--- src/rtl/dpt_pkg.sv ---
// Package: register map, field layout and constants of the dual PWM timer
package dpt_pkg;
    localparam int DPT_AW = 4;
    localparam int DPT_DW = 8;
    // Register offsets
    localparam logic [3:0] DPT_OFF_CTRL = 4'h0;
    localparam logic [3:0] DPT_OFF_CLKSEL = 4'h1;
    localparam logic [3:0] DPT_OFF_COUNT = 4'h2;
    localparam logic [3:0] DPT_OFF_CMPA = 4'h3;
    localparam logic [3:0] DPT_OFF_CMPB = 4'h4;
    localparam logic [3:0] DPT_OFF_TOP = 4'h5;
    localparam logic [3:0] DPT_OFF_PLL = 4'h6;
    localparam logic [3:0] DPT_OFF_STATUS = 4'h7;
    localparam logic [3:0] DPT_OFF_MASK = 4'h8;
    localparam logic [3:0] DPT_OFF_GIE = 4'h9;
    // Control fields: [7:6] mode A, [5:4] mode B, [1] pwm A, [0] pwm B
    localparam int DPT_CTRL_MODE_A = 6;
    localparam int DPT_CTRL_MODE_B = 4;
    localparam int DPT_CTRL_PWM_A = 1;
    localparam int DPT_CTRL_PWM_B = 0;
    // PLL fields
    localparam int DPT_PLL_LOCK = 0;
    localparam int DPT_PLL_EN = 1;
    localparam int DPT_PLL_FAST = 2;
    // Status / mask bits
    localparam int DPT_ST_OVF = 0;
    localparam int DPT_ST_CMPA = 1;
    localparam int DPT_ST_CMPB = 2;
    localparam int DPT_NFLAG = 3;
    // Reset values
    localparam logic [7:0] DPT_RST_BYTE = 8'h00;
    localparam logic [7:0] DPT_CNT_ONE = 8'h01;
    localparam logic [3:0] DPT_CS_STOP = 4'h0;
    localparam int DPT_PRE_W = 14;
    // Fast clock rate, informational only: one clock domain here
    localparam int DPT_FAST_MHZ = 64;
    localparam int DPT_SYS_MHZ = 100;
    // Output mode encodings
    localparam logic [1:0] DPT_MODE_OFF = 2'h0;
    localparam logic [1:0] DPT_MODE_PAIR = 2'h1;
    localparam logic [1:0] DPT_MODE_TRUE = 2'h2;
    localparam logic [1:0] DPT_MODE_INV = 2'h3;
endpackage

--- src/rtl/dpt_channel.sv ---
// One compare channel: buffered compare, output waveform and dead time
`timescale 1ns/1ns
module dpt_channel
    import dpt_pkg::*;
(
    input wire logic clock,
    input wire logic rstn,
    input wire logic tick,
    input wire logic pwm_enable,
    input wire logic [1:0] output_mode,
    input wire logic [7:0] counter_value,
    input wire logic at_top,
    input wire logic [7:0] top_value,
    input wire logic [7:0] cmp_wdata,
    input wire logic cmp_write,
    output logic [7:0] cmp_readback,
    output logic match,
    output logic true_drive,
    output logic true_oe,
    output logic inv_drive,
    output logic inv_oe
);
    import dpt_pkg::*;
    logic [7:0] active_reg;
    logic [7:0] buffer_reg;
    logic true_reg;
    logic inv_reg;
    logic true_dly_reg;
    logic inv_dly_reg;
    logic true_q_reg;
    logic inv_q_reg;
    logic true_next;
    logic inv_next;

    // RULE11: latest written value reads back
    assign cmp_readback = buffer_reg;
    assign match = tick && (counter_value == active_reg);
    // RULE8: waveform set and clear points
    always_comb begin
        true_next = true_reg;
        inv_next = inv_reg;
        if (tick) begin
            // RULE9: mode 11 sets after match
            if (output_mode == DPT_MODE_INV) begin
                if (counter_value == active_reg) true_next = 1'b1;
                else if (counter_value == DPT_RST_BYTE) true_next = 1'b0;
            end else begin
                if (counter_value == active_reg) true_next = 1'b0;
                else if (counter_value == DPT_CNT_ONE) true_next = 1'b1;
            end
            if (counter_value == active_reg) inv_next = 1'b1;
            else if (counter_value == DPT_RST_BYTE) inv_next = 1'b0;
            // RULE12: zero or top compare static
            if (active_reg == DPT_RST_BYTE) begin
                true_next = 1'b0;
                inv_next = 1'b1;
            end else if (active_reg == top_value) begin
                true_next = 1'b1;
                inv_next = 1'b0;
            end
        end
    end

    always_ff @(posedge clock or negedge rstn) begin
        if (!rstn) begin
            active_reg <= DPT_RST_BYTE;
            buffer_reg <= DPT_RST_BYTE;
        end else begin
            // RULE10: buffered compare loads at top
            if (cmp_write) buffer_reg <= cmp_wdata;
            if (!pwm_enable) active_reg <= cmp_write ? cmp_wdata : buffer_reg;
            else if (at_top && tick) active_reg <= buffer_reg;
        end
    end

    // RULE4: rising edge delayed one prescaled plus one source cycle
    always_ff @(posedge clock or negedge rstn) begin
        if (!rstn) begin
            true_reg <= 1'b0;
            inv_reg <= 1'b0;
            true_dly_reg <= 1'b0;
            inv_dly_reg <= 1'b0;
            true_q_reg <= 1'b0;
            inv_q_reg <= 1'b0;
        end else begin
            true_reg <= true_next;
            inv_reg <= inv_next;
            // RULE19: hold when stopped
            if (tick) begin
                true_dly_reg <= true_reg;
                inv_dly_reg <= inv_reg;
            end
            // RULE3: dead time one prescaled cycle
            true_q_reg <= true_reg & true_dly_reg;
            inv_q_reg <= inv_reg & inv_dly_reg;
        end
    end

    // RULE7: mode field connects outputs
    // RULE2: pair never high together
    assign true_oe = pwm_enable && (output_mode != DPT_MODE_OFF);
    assign inv_oe = pwm_enable && (output_mode == DPT_MODE_PAIR);
    assign true_drive = true_oe && (output_mode == DPT_MODE_INV ? inv_q_reg : true_q_reg);
    assign inv_drive = inv_oe && inv_q_reg && !true_q_reg;
endmodule

--- src/rtl/dpt_prescaler.sv ---
// Prescaler: source clock divided by two to the power of select minus one
`timescale 1ns/1ns
module dpt_prescaler
    import dpt_pkg::*;
(
    input wire logic clock,
    input wire logic rstn,
    input wire logic [3:0] clock_select_field,
    output logic tick
);
    import dpt_pkg::*;
    logic [DPT_PRE_W-1:0] div_reg;
    logic [DPT_PRE_W-1:0] div_next;
    logic [DPT_PRE_W-1:0] div_mask;
    logic run;

    // RULE18: divide by power of two
    assign run = clock_select_field != DPT_CS_STOP;
    assign div_mask = run ? DPT_PRE_W'((15'h0001 << (clock_select_field - 4'h1)) - 15'h0001)
                          : '0;
    assign div_next = ((div_reg & div_mask) == div_mask) ? '0 : div_reg + 1'b1;
    assign tick = run && ((div_reg & div_mask) == div_mask);

    always_ff @(posedge clock or negedge rstn) begin
        if (!rstn) begin
            div_reg <= '0;
        end else if (run) begin
            div_reg <= div_next;
        end
    end
endmodule

--- src/rtl/dpt_timer.sv ---
// Top: dual complementary PWM timer with register port and interrupt
//
// Contract
// RULE1: software locks PLL before fast clock
// RULE2: two channels, pair never both high
// RULE3: dead time one prescaled cycle
// RULE4: rising edges delayed, falling one cycle
// RULE5: counter runs zero to top, repeats (here only with a PWM enable set, otherwise it rolls over at full count)
// RULE6: top match sets overflow flag
// RULE7: mode 00 off, 10 true only
// RULE8: mode 01 drives true and inverted
// RULE9: mode 11 inverted waveform on true
// RULE10: compare writes buffered until top
// RULE11: compare reads return buffered value
// RULE12: compare zero or top holds static
// RULE13: flags interrupt with enable and global
// RULE14: period is top plus one
// RULE15: pwm enable selects mode, wraps after top
// RULE16: fast enable selects timer source (here one source clock, fast enable only flagged outward)
// RULE17: fast enable only with PLL enabled
// RULE18: clock select divides, zero stops
// RULE19: stopped timer holds all state
//
// Chosen here: the address map and the plain strobed port.
`timescale 1ns/1ns
module dpt_timer
    import dpt_pkg::*;
(
    input wire logic clock,
    input wire logic rstn,
    input wire logic [dpt_pkg::DPT_AW-1:0] addr,
    input wire logic [dpt_pkg::DPT_DW-1:0] wdata,
    input wire logic wr,
    input wire logic rd,
    output logic [dpt_pkg::DPT_DW-1:0] rdata,
    input wire logic pll_locked,
    output logic pll_enable,
    output logic fast_clock_enable,
    output logic pwm_a_out,
    output logic pwm_a_oe,
    output logic pwm_a_n_out,
    output logic pwm_a_n_oe,
    output logic pwm_b_out,
    output logic pwm_b_oe,
    output logic pwm_b_n_out,
    output logic pwm_b_n_oe,
    output logic irq
);
    import dpt_pkg::*;

    // ----------------------------------------
    // Registers
    // ----------------------------------------
    logic [7:0] timer_control_a;
    logic [3:0] clock_select_field;
    logic [7:0] counter_value;
    logic [7:0] top_value_reg;
    logic pll_en_reg;
    logic fast_en_reg;
    logic [DPT_NFLAG-1:0] status_reg;
    logic [DPT_NFLAG-1:0] status_next;
    logic [DPT_NFLAG-1:0] mask_reg;
    logic gie_reg;
    logic [7:0] rdata_reg;
    logic [7:0] rdata_next;
    logic irq_reg;
    logic [7:0] counter_next;
    logic [7:0] compare_a_reg;
    logic [7:0] compare_b_reg;

    // ----------------------------------------
    // Decode
    // ----------------------------------------
    logic wr_ctrl, wr_cs, wr_cnt, wr_cmpa, wr_cmpb, wr_top, wr_pll, wr_st, wr_mask, wr_gie;
    assign wr_ctrl = wr && (addr == DPT_OFF_CTRL);
    assign wr_cs = wr && (addr == DPT_OFF_CLKSEL);
    assign wr_cnt = wr && (addr == DPT_OFF_COUNT);
    assign wr_cmpa = wr && (addr == DPT_OFF_CMPA);
    assign wr_cmpb = wr && (addr == DPT_OFF_CMPB);
    assign wr_top = wr && (addr == DPT_OFF_TOP);
    assign wr_pll = wr && (addr == DPT_OFF_PLL);
    assign wr_st = wr && (addr == DPT_OFF_STATUS);
    assign wr_mask = wr && (addr == DPT_OFF_MASK);
    assign wr_gie = wr && (addr == DPT_OFF_GIE);

    logic pwm_enable_a;
    logic pwm_enable_b;
    logic any_pwm;
    assign pwm_enable_a = timer_control_a[DPT_CTRL_PWM_A];
    assign pwm_enable_b = timer_control_a[DPT_CTRL_PWM_B];
    assign any_pwm = pwm_enable_a || pwm_enable_b;

    // ----------------------------------------
    // Prescaler and counter
    // ----------------------------------------
    logic tick;
    logic at_top;
    logic top_match;
    // RULE16: single source clock here, fast mode only flagged outward
    dpt_prescaler u_pre (
        .clock(clock),
        .rstn(rstn),
        .clock_select_field(clock_select_field),
        .tick(tick)
    );

    assign at_top = counter_value == top_value_reg;
    assign top_match = tick && at_top;

    // RULE5: count up, wrap after top while a PWM enable is set, else roll over at full count
    // RULE15: wrap in cycle after top match
    // RULE14: period top plus one ticks
    always_comb begin
        counter_next = counter_value;
        if (wr_cnt) counter_next = wdata;
        else if (tick) counter_next = (at_top && any_pwm) ? DPT_RST_BYTE
                                                          : counter_value + 8'h01;
    end

    // ----------------------------------------
    // Channels
    // ----------------------------------------
    logic match_a, match_b;
    logic a_d, a_e, an_d, an_e, b_d, b_e, bn_d, bn_e;
    dpt_channel u_ch_a (
        .clock(clock),
        .rstn(rstn),
        .tick(tick),
        .pwm_enable(pwm_enable_a),
        .output_mode(timer_control_a[DPT_CTRL_MODE_A +: 2]),
        .counter_value(counter_value),
        .at_top(at_top),
        .top_value(top_value_reg),
        .cmp_wdata(wdata),
        .cmp_write(wr_cmpa),
        .cmp_readback(compare_a_reg),
        .match(match_a),
        .true_drive(a_d),
        .true_oe(a_e),
        .inv_drive(an_d),
        .inv_oe(an_e)
    );
    dpt_channel u_ch_b (
        .clock(clock),
        .rstn(rstn),
        .tick(tick),
        .pwm_enable(pwm_enable_b),
        .output_mode(timer_control_a[DPT_CTRL_MODE_B +: 2]),
        .counter_value(counter_value),
        .at_top(at_top),
        .top_value(top_value_reg),
        .cmp_wdata(wdata),
        .cmp_write(wr_cmpb),
        .cmp_readback(compare_b_reg),
        .match(match_b),
        .true_drive(b_d),
        .true_oe(b_e),
        .inv_drive(bn_d),
        .inv_oe(bn_e)
    );

    // ----------------------------------------
    // Flags, interrupt, read mux
    // ----------------------------------------
    logic [DPT_NFLAG-1:0] events;
    // RULE6: overflow on top match
    assign events = {match_b, match_a, top_match};
    // Set wins over write-one clear
    assign status_next = (status_reg & ~(wr_st ? wdata[DPT_NFLAG-1:0] : '0)) | events;

    always_comb begin
        case (addr)
            DPT_OFF_CTRL: rdata_next = timer_control_a;
            DPT_OFF_CLKSEL: rdata_next = {4'h0, clock_select_field};
            DPT_OFF_COUNT: rdata_next = counter_value;
            DPT_OFF_CMPA: rdata_next = compare_a_reg;
            DPT_OFF_CMPB: rdata_next = compare_b_reg;
            DPT_OFF_TOP: rdata_next = top_value_reg;
            DPT_OFF_PLL: rdata_next = {5'h00, fast_en_reg, pll_en_reg, pll_locked};
            DPT_OFF_STATUS: rdata_next = {5'h00, status_reg};
            DPT_OFF_MASK: rdata_next = {5'h00, mask_reg};
            DPT_OFF_GIE: rdata_next = {7'h00, gie_reg};
            default: rdata_next = DPT_RST_BYTE;
        endcase
    end

    always_ff @(posedge clock or negedge rstn) begin
        if (!rstn) begin
            timer_control_a <= DPT_RST_BYTE;
            clock_select_field <= DPT_CS_STOP;
            counter_value <= DPT_RST_BYTE;
            top_value_reg <= DPT_RST_BYTE;
            pll_en_reg <= 1'b0;
            fast_en_reg <= 1'b0;
            status_reg <= '0;
            mask_reg <= '0;
            gie_reg <= 1'b0;
            rdata_reg <= DPT_RST_BYTE;
            irq_reg <= 1'b0;
        end else begin
            if (wr_ctrl) timer_control_a <= wdata;
            if (wr_cs) clock_select_field <= wdata[3:0];
            if (wr_top) top_value_reg <= wdata;
            if (wr_mask) mask_reg <= wdata[DPT_NFLAG-1:0];
            if (wr_gie) gie_reg <= wdata[0];
            // RULE17: fast enable needs PLL enable
            if (wr_pll) begin
                pll_en_reg <= wdata[DPT_PLL_EN];
                fast_en_reg <= wdata[DPT_PLL_FAST] & wdata[DPT_PLL_EN];
            end
            counter_value <= counter_next;
            status_reg <= status_next;
            rdata_reg <= rd ? rdata_next : DPT_RST_BYTE;
            // RULE13: flag, own enable and global enable
            irq_reg <= gie_reg && |(status_reg & mask_reg);
        end
    end

    // Output pins registered once more so every top output is a flop
    logic [7:0] pin_reg;
    always_ff @(posedge clock or negedge rstn) begin
        if (!rstn) pin_reg <= DPT_RST_BYTE;
        else pin_reg <= {a_d, a_e, an_d, an_e, b_d, b_e, bn_d, bn_e};
    end

    assign {pwm_a_out, pwm_a_oe, pwm_a_n_out, pwm_a_n_oe} = pin_reg[7:4];
    assign {pwm_b_out, pwm_b_oe, pwm_b_n_out, pwm_b_n_oe} = pin_reg[3:0];
    assign pll_enable = pll_en_reg;
    assign fast_clock_enable = fast_en_reg;
    assign rdata = rdata_reg;
    assign irq = irq_reg;

    // ----------------------------------------
    // Assertions
    // ----------------------------------------
    property p_pair_a;
        @(posedge clock) disable iff (!rstn) !(pwm_a_out && pwm_a_n_out);
    endproperty
    a_pair_a: assert property (p_pair_a) else $error("pair A both high"); // RULE2

    property p_pair_b;
        @(posedge clock) disable iff (!rstn) !(pwm_b_out && pwm_b_n_out);
    endproperty
    a_pair_b: assert property (p_pair_b) else $error("pair B both high"); // RULE2

    property p_wrap;
        @(posedge clock) disable iff (!rstn)
            (tick && at_top && any_pwm && !wr_cnt) |=> counter_value == 8'h00;
    endproperty
    a_wrap: assert property (p_wrap) else $error("counter did not wrap"); // RULE15

    property p_count;
        @(posedge clock) disable iff (!rstn)
            (tick && !at_top && !wr_cnt) |=> counter_value == $past(counter_value) + 8'h01;
    endproperty
    a_count: assert property (p_count) else $error("counter did not step"); // RULE5

    property p_ovf;
        @(posedge clock) disable iff (!rstn) top_match |=> status_reg[DPT_ST_OVF];
    endproperty
    a_ovf: assert property (p_ovf) else $error("overflow flag missing"); // RULE6

    property p_stop;
        @(posedge clock) disable iff (!rstn)
            (clock_select_field == 4'h0 && !wr_cnt) |=> $stable(counter_value);
    endproperty
    a_stop: assert property (p_stop) else $error("stopped counter moved"); // RULE19

    property p_fast;
        @(posedge clock) disable iff (!rstn) fast_en_reg |-> pll_en_reg;
    endproperty
    a_fast: assert property (p_fast) else $error("fast clock without PLL"); // RULE17

    property p_irq;
        @(posedge clock) disable iff (!rstn)
            (gie_reg && |(status_reg & mask_reg)) |=> irq;
    endproperty
    a_irq: assert property (p_irq) else $error("interrupt not raised"); // RULE13

    property p_readback;
        @(posedge clock) disable iff (!rstn)
            (wr_cmpa ##1 !wr ##1 (rd && addr == DPT_OFF_CMPA && !wr))
                |=> rdata == $past(wdata, 3);
    endproperty
    a_readback: assert property (p_readback) else $error("compare readback wrong"); // RULE11

    property p_stop_pins;
        @(posedge clock) disable iff (!rstn)
            (clock_select_field == DPT_CS_STOP && !wr_ctrl) [*4] |=> $stable(pwm_a_out);
    endproperty
    a_stop_pins: assert property (p_stop_pins) else $error("stopped output moved"); // RULE19

    property p_mode_off;
        @(posedge clock) disable iff (!rstn)
            (timer_control_a[DPT_CTRL_MODE_A +: 2] == DPT_MODE_OFF)
                |=> (!pwm_a_oe && !pwm_a_n_oe);
    endproperty
    a_mode_off: assert property (p_mode_off) else $error("pins driven in mode off"); // RULE7

    property p_inv_pin;
        @(posedge clock) disable iff (!rstn)
            (timer_control_a[DPT_CTRL_MODE_B +: 2] == DPT_MODE_INV) |=> !pwm_b_n_oe;
    endproperty
    a_inv_pin: assert property (p_inv_pin) else $error("inverted pin driven in mode 11"); // RULE9

    property p_irq_off;
        @(posedge clock) disable iff (!rstn) !gie_reg |=> !irq;
    endproperty
    a_irq_off: assert property (p_irq_off) else $error("interrupt without global enable"); // RULE13
endmodule
--- config.mk ---
export PLATFORM = sky130hd
export DESIGN_NAME = dpt_timer
export DESIGN_NICKNAME = d
export VERILOG_FILES = /design/src/rtl/dpt_pkg.sv /design/src/rtl/dpt_channel.sv /design/src/rtl/dpt_prescaler.sv /design/src/rtl/dpt_timer.sv
export SDC_FILE = /design/constraint.sdc
export NUM_CORES = 1
export LEC_CHECK = 0
export ABC_AREA = 1
export BUFFER_PORTS_ARGS = -buffer_cell sky130_fd_sc_hd__buf_2
export CORE_MARGIN = 4
export CORE_UTILIZATION = 50
export CTS_BUF_LIST = sky130_fd_sc_hd__clkbuf_8
export CTS_CLUSTER_SIZE = 40
export DETAILED_ROUTE_END_ITERATION = 10
export GPL_TIMING_DRIVEN = 0
export PLACE_DENSITY = 0.71
export SYNTH_ARGS = -nofsm -noshare
export SYNTH_HDL_FRONTEND = slang
export SYNTH_SLANG_ARGS = --single-unit
--- constraint.sdc ---
create_clock -name clock -period 2.3 [get_ports clock]
set_clock_uncertainty 0.2 [all_clocks]
set_input_delay 0.23 -clock clock [delete_from_list [all_inputs] [get_ports clock]]
set_output_delay 0.23 -clock clock [all_outputs]
set_load 0.01 [all_outputs]
* Yosys cells after proc, flatten, opt, wreduce, memory -nomap -nowiden
Index checks and enable logic that the tools add are counted.
** Word-level totals
- Register bits after elaboration :: 112
- Latch bits :: 0
- RAM bits :: 0
- ROM bits :: 0
- Bits of input ports :: 17
- Output and inout bits :: 19
- Logic and storage cells :: 146
- Memories kept :: 0
** Operators by class
- Add/sub/neg operators :: 4
- $mul :: 0
- Divide/modulo/power cells :: 0
- Magnitude comparators :: 0
- Equality and inequality tests :: 24
- Shift operators :: 1
- Mux-type cells :: 32
- Bitwise operators :: 10
- Reduce and logical (&&, ||, !) cells :: 46
** Operator list (count)
- 2-to-1 mux 8 bit :: 10
- case mux 8 bit (10 select lines) :: 1
- equality test 8 bit :: 5
- 2-to-1 mux 14 bit :: 2
- logical AND 1 bit :: 26
- zero test 8 bit :: 3
- 2-to-1 mux 1 bit :: 18
- equality test 4 x 3 -> 1 bit (second input constant) :: 4
- adder 14 x 1 -> 14 bit (second input constant) :: 1
- AND 14 bit :: 1
- equality test 14 bit :: 1
- << shifter 1 x 4 -> 14 bit (first input constant) :: 1
- subtractor 14 x 1 -> 14 bit (second input constant) :: 1
- nonzero test 4 bit :: 3
- inequality test 5 x 4 -> 1 bit (second input constant) :: 2
- nonzero test 5 bit :: 2
- adder 8 x 1 -> 8 bit (second input constant) :: 1
- equality test 4 x 2 -> 1 bit (second input constant) :: 2
- equality test 4 bit (second input constant) :: 2
- equality test 8 x 1 -> 1 bit (second input constant) :: 1
- AND 3 bit :: 2
- AND reduction 3 bit :: 2
- nonzero test 2 bit :: 3
- AND 1 bit :: 5
- 13 further kinds :: 18

* Logic depth before layout (Yosys ltp)
Gate-level depths: netlist (run 1).
- Word-level depth :: 10
- Mapped depth :: 17
- Mapped depth without buffers :: 16

* Modules after synthesis
From an unflattened synthesis (run 1), not the netlist that was laid out.
** Unflattened totals
- Cell total of the unflattened synthesis :: 1047
- Area, all modules :: 6970.4 um2
** By module, submodules not included
- dpt_channel :: instances 2, cells each 246, area an instance 1524.0 um2, sequential area each 550.5 um2
- dpt_timer :: instances 1, cells each 349, area an instance 2691.3 um2, sequential area each 1351.3 um2
- dpt_prescaler :: instances 1, cells each 206, area an instance 1231.2 um2, sequential area each 350.3 um2

* Worst setup path after synthesis (run 1)
OpenSTA, ideal clock, no wires.
- Path type :: flip-flop to flip-flop
- From :: reg clock_select_field[2]
- To :: reg u_ch_b.active_reg[6]
- Setup time :: 0.117 ns
- Arrival time :: 2.074 ns
- Required time :: 1.983 ns
- Path slack :: -0.091 ns
- Stages on the path, launching flop included :: 15
- Buffers on the path :: 2
- Period minus slack after synthesis :: 2.391 ns
- Cells stage by stage :: dfrtp_1 -> buf_2 -> nor3_1 -> nand2_1 -> ha_1 -> nor2_1 -> a21oi_1 -> nand3_1 -> nor2_1 -> nand3_1 -> nor2_4 -> nand4_4 -> buf_6 -> nand3_1 -> nand2_1
** On the way
- Word-level cells in the longest chain between the ends :: 9
- Elaborated cells on any way between the ends :: 10
- Those cells by class :: add/sub (2); eq/ne (2); shift (1); mux (1); bitwise (1); reduce/logical (3)
** Ends and longest elaborated chain
- start, declared :: line dpt_timer.sv:55 : logic [3:0] clock_select_field;
- start signal, assigned :: line dpt_timer.sv:202 : if (wr_cs) clock_select_field <= wdata[3:0];
- subtractor 4 x 1 -> 4 bit :: line dpt_prescaler.sv:19 : assign div_mask = run ? DPT_PRE_W'((15'h0001 << (clock_select_field - 4'h1)) - 15'h0001)
- << shifter 1 x 4 -> 14 bit :: line dpt_prescaler.sv:19
- subtractor 14 x 1 -> 14 bit :: line dpt_prescaler.sv:19
- 2-to-1 mux 14 bit :: line dpt_prescaler.sv:19
- AND 14 bit :: line dpt_prescaler.sv:22 : assign tick = run && ((div_reg & div_mask) == div_mask);
- equality test 14 bit :: line dpt_prescaler.sv:22
- logical AND 1 bit * :: line dpt_prescaler.sv:22
- logical AND 1 bit * :: line dpt_channel.sv:72 : else if (at_top && tick) active_reg <= buffer_reg;
- inequality test 2 x 1 -> 1 bit (no source line) *
- end signal, assigned :: line dpt_channel.sv:71 : if (!pwm_enable) active_reg <= cmp_write ? cmp_wdata : buffer_reg;
- end signal, assigned :: line dpt_channel.sv:72
- end, declared :: line dpt_channel.sv:24 : logic [7:0] active_reg;
Mark *: on every way between the ends. The rest lies on a longest branch, timed or not.
A chain may end at the register's enable or synchronous reset.

* Worst setup path in the final report (run 1)
- From :: reg clock_select_field[2]
- To :: reg u_ch_b.active_reg[4]
Same word-level chain as after synthesis.

==> run metrics, run 1 <==
CP Capture Type=register; WL/cell=16.2 um; Main synth FF type=dfrtp_1; largest net degree at the start of global routing=69; Tightest Pin Transition=0.652 ns; final period utilization=112%; Yosys Warn Count=0; placed insts=1049; mean number of vias per cell=5.50; DP Wirelength=12.7 mm; Std-Cell Rows=40; fin nets=931; Critical path buffers and inverters=2; core footprint=0.0122 sq mm; Post-synth EDFFs=0; combinational share of power=38.5%; Ports=36; cells after synthesis=846; ANT nets after route=0; CP most frequent cell=nand3_1; 1st-iter DRT viols=592; RSZ-0062 raised after global routing=true; DRT Pass-1 Iters=7; slew margin rel.=56.5%; worst-path maximum fanout=7; Clk Latency, worst-skew pair=0.39 ns; WP data required=2.38 ns; total CTS buffers=9; Psw=2.75 mW; clk root buf=clkbuf_8; Hold Crit Class=in2reg; CTS clock-pin slew for the worst setup and hold paths=0.11 ns; ant diodes=0; Die Area=0.0144 sq mm; max cap viols=0; clk sinks=112; # setup viols final=49; Power, Total=6.48 mW; Die X=120 um; Leak=3.63 nW; multi-input logic area=0.00309 sq mm; minimum clock period after layout=2.58 ns; storage element area=0.00280 sq mm; failing checks=negative setup slack; register area share after synthesis=44.6%; DRC viols=0; Cell Chain, Critical Path=buf_6, nor3_4, nand2_1, ha_1, nor2_1, a21oi_1, nand3_1, nor2_1, nand3_1, nor2_4, nand4_4, buf_6, nand3_1, nand2_1; area overhead of the layout relative to synthesis=14.0%; Crit-path slowest cell=dfrtp_1; Pint=3.73 mW; count of pins over their slew limit=0; post-synthesis area per instance=7.43 sq um; final worst slack=-0.284 ns; All-Layer GR Usage=25.3%; fill count=1148; status=finished, violations left; Die Ht=120 um; CTS Buffer Depth=2; RD Place Congestion=0.923; async set or reset register ratio after synthesis=100%; Clock Power Share=17.4%; RR Startpoint=clock_select_field[2]; CTS tree=yes; CP startpoint=clock_select_field[2]; Finished Layout Cells=1082; detailed-route via count=5952; syn_nets=868; Mapped Area=0.00628 sq mm; CTS H-tree depth=3; Startpoint Class=register; worst endpoint data arrival time=2.67 ns; switching share of power=42.5%; final WL=17.6 mm; #FFs+latches synth=112; critical hold path startpoint=wdata[6]; Max VDD drop=0.661 mV; share of layout cells above drive strength 1=14.6%; fmax=387 MHz; Synth cell types=45; kind of critical path=reg2reg; final core utilization=58.9%; Largest register FFs=14; first-pass GRT wire length=28.6 mm; Pwr per Cell Area=905 mW/mm^2; delay-heaviest family, CP=simple AND/OR/NAND/NOR gates; Final Hold Viols=0; initial antenna violation count=0; CP max stage delay=0.42 ns; GR Overflow Total=0; number of global-route vias before repair=5506; Reg power frac=44.1%; port bufs=34; Starting Density=51.7%
cell type report:
class,instances,area share (%)
inverter,99,5.25
multi-input combinational,610,43.1
timing repair buffer,52,4.98
buffer,25,2.11
clock buffer,10,1.92
sequential,112,39.1
tap,168,2.93
clock inverter,6,0.559
layer usage:
layer	vias up	track usage, %	wire length, um
li1	2853	-	-
met1	2821	33.4	7440
met2	234	38.8	8030
met5	-	0	0
met3	44	7.92	1480
met4	0	10.0	604
logic make-up after synthesis:
group                    synth area share, %
AND/OR/NAND/NOR                         30.5
adder cells (fa/ha/maj)                0.995
AO/OA/AOI/OAI                           12.6
buffers and inverters                   8.10
XOR/XNOR                                3.21
flip-flops                              44.6
timing repair:
| item | CTS | global route |
|---|---|---|
| endpoints found under the hold margin | 48 | 0 |
| resized for setup | 28 | 10 |
| pin swaps | 17 | 6 |
| buffers inserted | 10 | 1 |
| setup endpoints to repair | 49 | 49 |
| gates cloned | 2 | 0 |
| hold buffers | 4 | 0 |
power by group through the flow:
stage	Clock, mW	Combinational, mW	Sequential [mW]
after global routing	1.23	2.83	2.90
after floorplan	0	1.80	2.72
after detailed placement	0	2.37	2.86
final	1.13	2.49	2.86
after CTS	1.16	2.46	2.84
after global placement	0	2.32	2.85
layout by cell type (no fill, tap or decap), drive strengths merged:
| cell type | count |
|---|---|
| a41oi | 1 |
| o211ai | 2 |
| a21oi | 27 |
| inv | 100 |
| dlygate4sd3 | 4 |
| o221ai | 3 |
| and3 | 1 |
| xnor2 | 4 |
| nand2 | 276 |
| clkinv | 4 |
| or2 | 7 |
| nor3 | 21 |
| a21boi | 1 |
| nand3b | 2 |
| nand3 | 39 |
| xor2 | 19 |
| ha | 5 |
| o2111ai | 1 |
| nor2 | 73 |
| a211oi | 1 |
| nor4 | 2 |
| nand4 | 17 |
| clkbuf | 22 |
| clkinvlp | 1 |
| a221oi | 7 |
| o22ai | 12 |
| o21a | 1 |
| o21ai | 81 |
| nor3b | 2 |
| buf | 61 |
| dfrtp | 112 |
| a31oi | 5 |
worst paths after layout:
kind	depth (start not counted)	endpoint	slack, ns
min in group asynchronous	2	u_ch_b.cmp_readback[2]	0.17
min	3	top_value_reg[6]	0.03
max	14	u_ch_b.active_reg[4]	-0.28
min reg2reg	1	pin_reg[1]	0.22
max in group asynchronous	3	u_pre.div_reg[13]	1.00
max reg2reg	14	u_ch_b.active_reg[4]	-0.28
metrics by stage:
step | setup TNS, ns | cell area (sq um) | hold WS, ns | worst slack [ns]
CTS | -13.17 | 7130 | 0.0161 | -0.319
global placement | -73.05 | 6690 | 0.203 | -0.536
detailed placement | -12.40 | 6720 | 0.0682 | -0.335
global route | -20.28 | 7170 | 0.0400 | -0.479
floorplan | -0.000325 | 6310 | -0.266 | -0.000325
finish | -10.91 | 7170 | 0.0343 | -0.284
synthesized netlist by cell type, types with 2 or more instances:
cell type	n	area share (%)
o21ai_1	11	0.88
nor4_1	2	0.20
buf_1	2	0.12
nor2_2	3	0.30
nor3_1	20	1.6
ha_1	5	1.0
buf_2	6	0.48
inv_1	90	5.4
or2_2	6	0.60
o211ai_1	2	0.24
nand4_1	16	1.6
nand2_2	5	0.50
o22ai_1	12	1.2
nand2_1	270	16
nand3b_1	2	0.24
nor3b_1	2	0.24
a221oi_1	7	0.98
buf_6	4	0.72
inv_2	7	0.42
clkbuf_1	12	0.72
o221ai_1	3	0.42
a21oi_1	27	2.2
dfrtp_1	112	45
o21ai_0	70	5.6
xor2_1	19	2.6
nand3_1	37	2.9
a31oi_1	5	0.50
nor2_1	64	3.8
nor2_4	6	1.1
xnor2_1	4	0.56
tightest hold or removal path, cell delays in order:
cell and delay, ns:
buf_2 0.07, inv_1 0.12, o21ai_0 0.17
(Power assumes the default switching activity.)
==> inputs of run 2 (changes only) <==
Settings changed: CAP_MARGIN set to 25, CORE_MARGIN 4 to unset.
==> run metrics, run 2 (synthesized netlist as in run 1, its figures left out) <==
Power, Total=6.75 mW (+4.2%); critical hold path startpoint=wdata[4]; worst hold endpoint=top_value_reg[4]; slew margin rel.=55.9% (-0.65 points); combinational share of power=39.3% (+0.8 points); Startpoint Class=register; failing checks=negative setup slack; All-Layer GR Usage=29.5% (+4.2 points); ant diodes=0 (unchanged); Hold Crit Class=in2reg; CP most frequent cell=buf_6; Clk Latency, worst-skew pair=0.40 ns (about the same); count of pins over their slew limit=0 (unchanged); CP max stage delay=0.39 ns (-0.03 ns); RD Place Congestion=0.953 (+3.3%); clk root buf=clkbuf_8; port bufs=34 (unchanged); CP startpoint=clock_select_field[0]; delay-heaviest family, CP=simple AND/OR/NAND/NOR gates; Cell Chain, Critical Path=buf_6, nor3_4, nand2_1, ha_1, nor2_1, a21oi_1, nand3_1, nor2_2, nand3_2, nor2_4, buf_6, nand4_4, buf_6, nand3_1, nand2_1; Largest register FFs=14 (unchanged); CTS H-tree depth=3 (unchanged); mean number of vias per cell=5.48 (-0.30%); hold path depth=3 (unchanged); detailed-route via count=5989 (+0.62%); final WL=17.8 mm (+1.5%); GR Overflow Total=0 (unchanged); clk sinks=112 (unchanged); Final Hold Viols=0 (unchanged); reg-to-reg endpoint=u_ch_b.active_reg[6]; Die Area=0.0130 sq mm (-9.7%); switching share of power=42.1% (-0.40 points); Tightest Pin Transition=0.659 ns (+0.00734 ns); share of layout cells above drive strength 1=18.3% (+3.7 points); largest net degree at the start of global routing=68 (-1.4%); core footprint=0.0121 sq mm (-0.41%); R2R cell count=15 (+1); Leak=3.76 nW (+3.4%); flop2flop setup slack=-0.36 ns (-0.08 ns); Reg power frac=42.2% (-1.9 points); final period utilization=116% (+3.3 points); Psw=2.84 mW (+3.2%); DRT Pass-1 Iters=5 (-2); total CTS buffers=9 (unchanged); worst-path maximum fanout=5 (-2); most frequent cells in the layout=255 x nand2_1, 112 x dfrtp_1, 89 x inv_1, 64 x o21ai_0, 60 x nor2_1; Starting Density=51.9% (+0.21 points); final worst slack=-0.360 ns (-0.0759 ns); area overhead of the layout relative to synthesis=18.4%; Max VDD drop=0.546 mV (-17%); first-pass GRT wire length=29.0 mm (+1.3%); Fin Hold WS=0.0326 ns (-0.00174 ns); Die X=114 um (-5.0%); fmax=376 MHz (-2.9%); Ports=36 (unchanged); max cap viols=0 (unchanged); WP data required=2.40 ns (+0.02 ns); CTS clock-pin slew for the worst setup and hold paths=0.12 ns (about the same); worst endpoint data arrival time=2.76 ns (+0.09 ns); minimum clock period after layout=2.66 ns (+0.0759 ns); CTS Buffer Depth=2 (unchanged); ANT nets after route=0 (unchanged); RR Startpoint=clock_select_field[0]; Std-Cell Rows=40 (unchanged); 1st-iter DRT viols=580 (-2.0%); Pint=3.91 mW (+4.9%); CP Capture Type=register; Crit-path slowest cell=dfrtp_1; Pwr per Cell Area=908 mW/mm^2 (+0.35%); commonest non-fill, non-tap cell in the layout=nand2_1; kind of critical path=reg2reg; number of global-route vias before repair=5693 (+3.4%); status=finished, violations left; initial antenna violation count=0 (unchanged); Clock Power Share=18.5% (+1.1 points); # setup viols final=49 (unchanged); DP Wirelength=12.5 mm (-2.1%); WL/cell=16.3 um (+0.55%); fin nets=941 (+1.1%); DRC viols=0 (unchanged); Critical path buffers and inverters=3 (+1); Die Ht=114 um (-5.0%); CTS tree=yes; RSZ-0062 raised after global routing=true
## run 2: timing repair
action,4_1_cts,5_1_grt
resized for setup,34,47
buffers inserted,16,3
setup endpoints to repair,49,49
hold buffers,4,0
endpoints found under the hold margin,49,0
pin swaps,13,22
cloned,5,0
## run 2: metrics by stage
stage	setup slack (ns)	cells	util, %	setup TNS [ns]	cell area [sq um]
2_1_floorplan	-0.000325	846	-	-0.000325	6310
4_1_cts	-0.358	1090	60.0	-15.14	7270
3_3_place_gp	-0.538	1048	55.2	-72.88	6690
5_1_grt	-0.540	1092	61.4	-23.30	7440
6_report	-0.360	1092	61.4	-13.86	7440
3_5_place_dp	-0.347	1049	55.5	-14.05	6720
## run 2: metal layers
metal  vias up  track usage, %  routed length [um]
li1       2884               -                   -
met1      2815            38.8                7630
met2       238            44.2                7920
met3        52            8.79                1560
met4         0            14.7                 712
met5         -               0                   0
## run 2: worst max path at each step
stage	end	slack (ns)	cells past startpoint
3_3_place_gp	u_pre.div_reg[8]	-0.54	1
2_1_floorplan	u_ch_b.inv_reg	-0.0003	14
6_report	u_ch_b.active_reg[6]	-0.36	15
4_1_cts	u_ch_a.active_reg[1]	-0.36	15
3_5_place_dp	u_ch_a.active_reg[6]	-0.35	14
5_1_grt	u_ch_b.active_reg[7]	-0.54	16
## run 2: power by group through the flow
stage | sequential [mW] | combinational [mW] | clock [mW]
floorplan | 2.72 | 1.80 | 0
global placement | 2.85 | 2.31 | 0
detailed placement | 2.85 | 2.35 | 0
CTS | 2.82 | 2.50 | 1.27
global route | 2.91 | 3.01 | 1.34
finish | 2.85 | 2.65 | 1.25
## run 2: layout make-up
class,count,area [sq um]
fillers,1110,4670
flip-flops and latches,112,2800
multi-input cells,611,3210
clock buffers,10,138
plain buffers,25,159
well taps,168,210
inverters,99,384
clock inverters,6,65.1
repair buffers,61,468
## run 2: worst min-delay path: cells and delay by family
kind / cells / cell delay (ns)
AOI/OAI and AO/OA: 1 / 0.18
buffers and inverters: 2 / 0.20
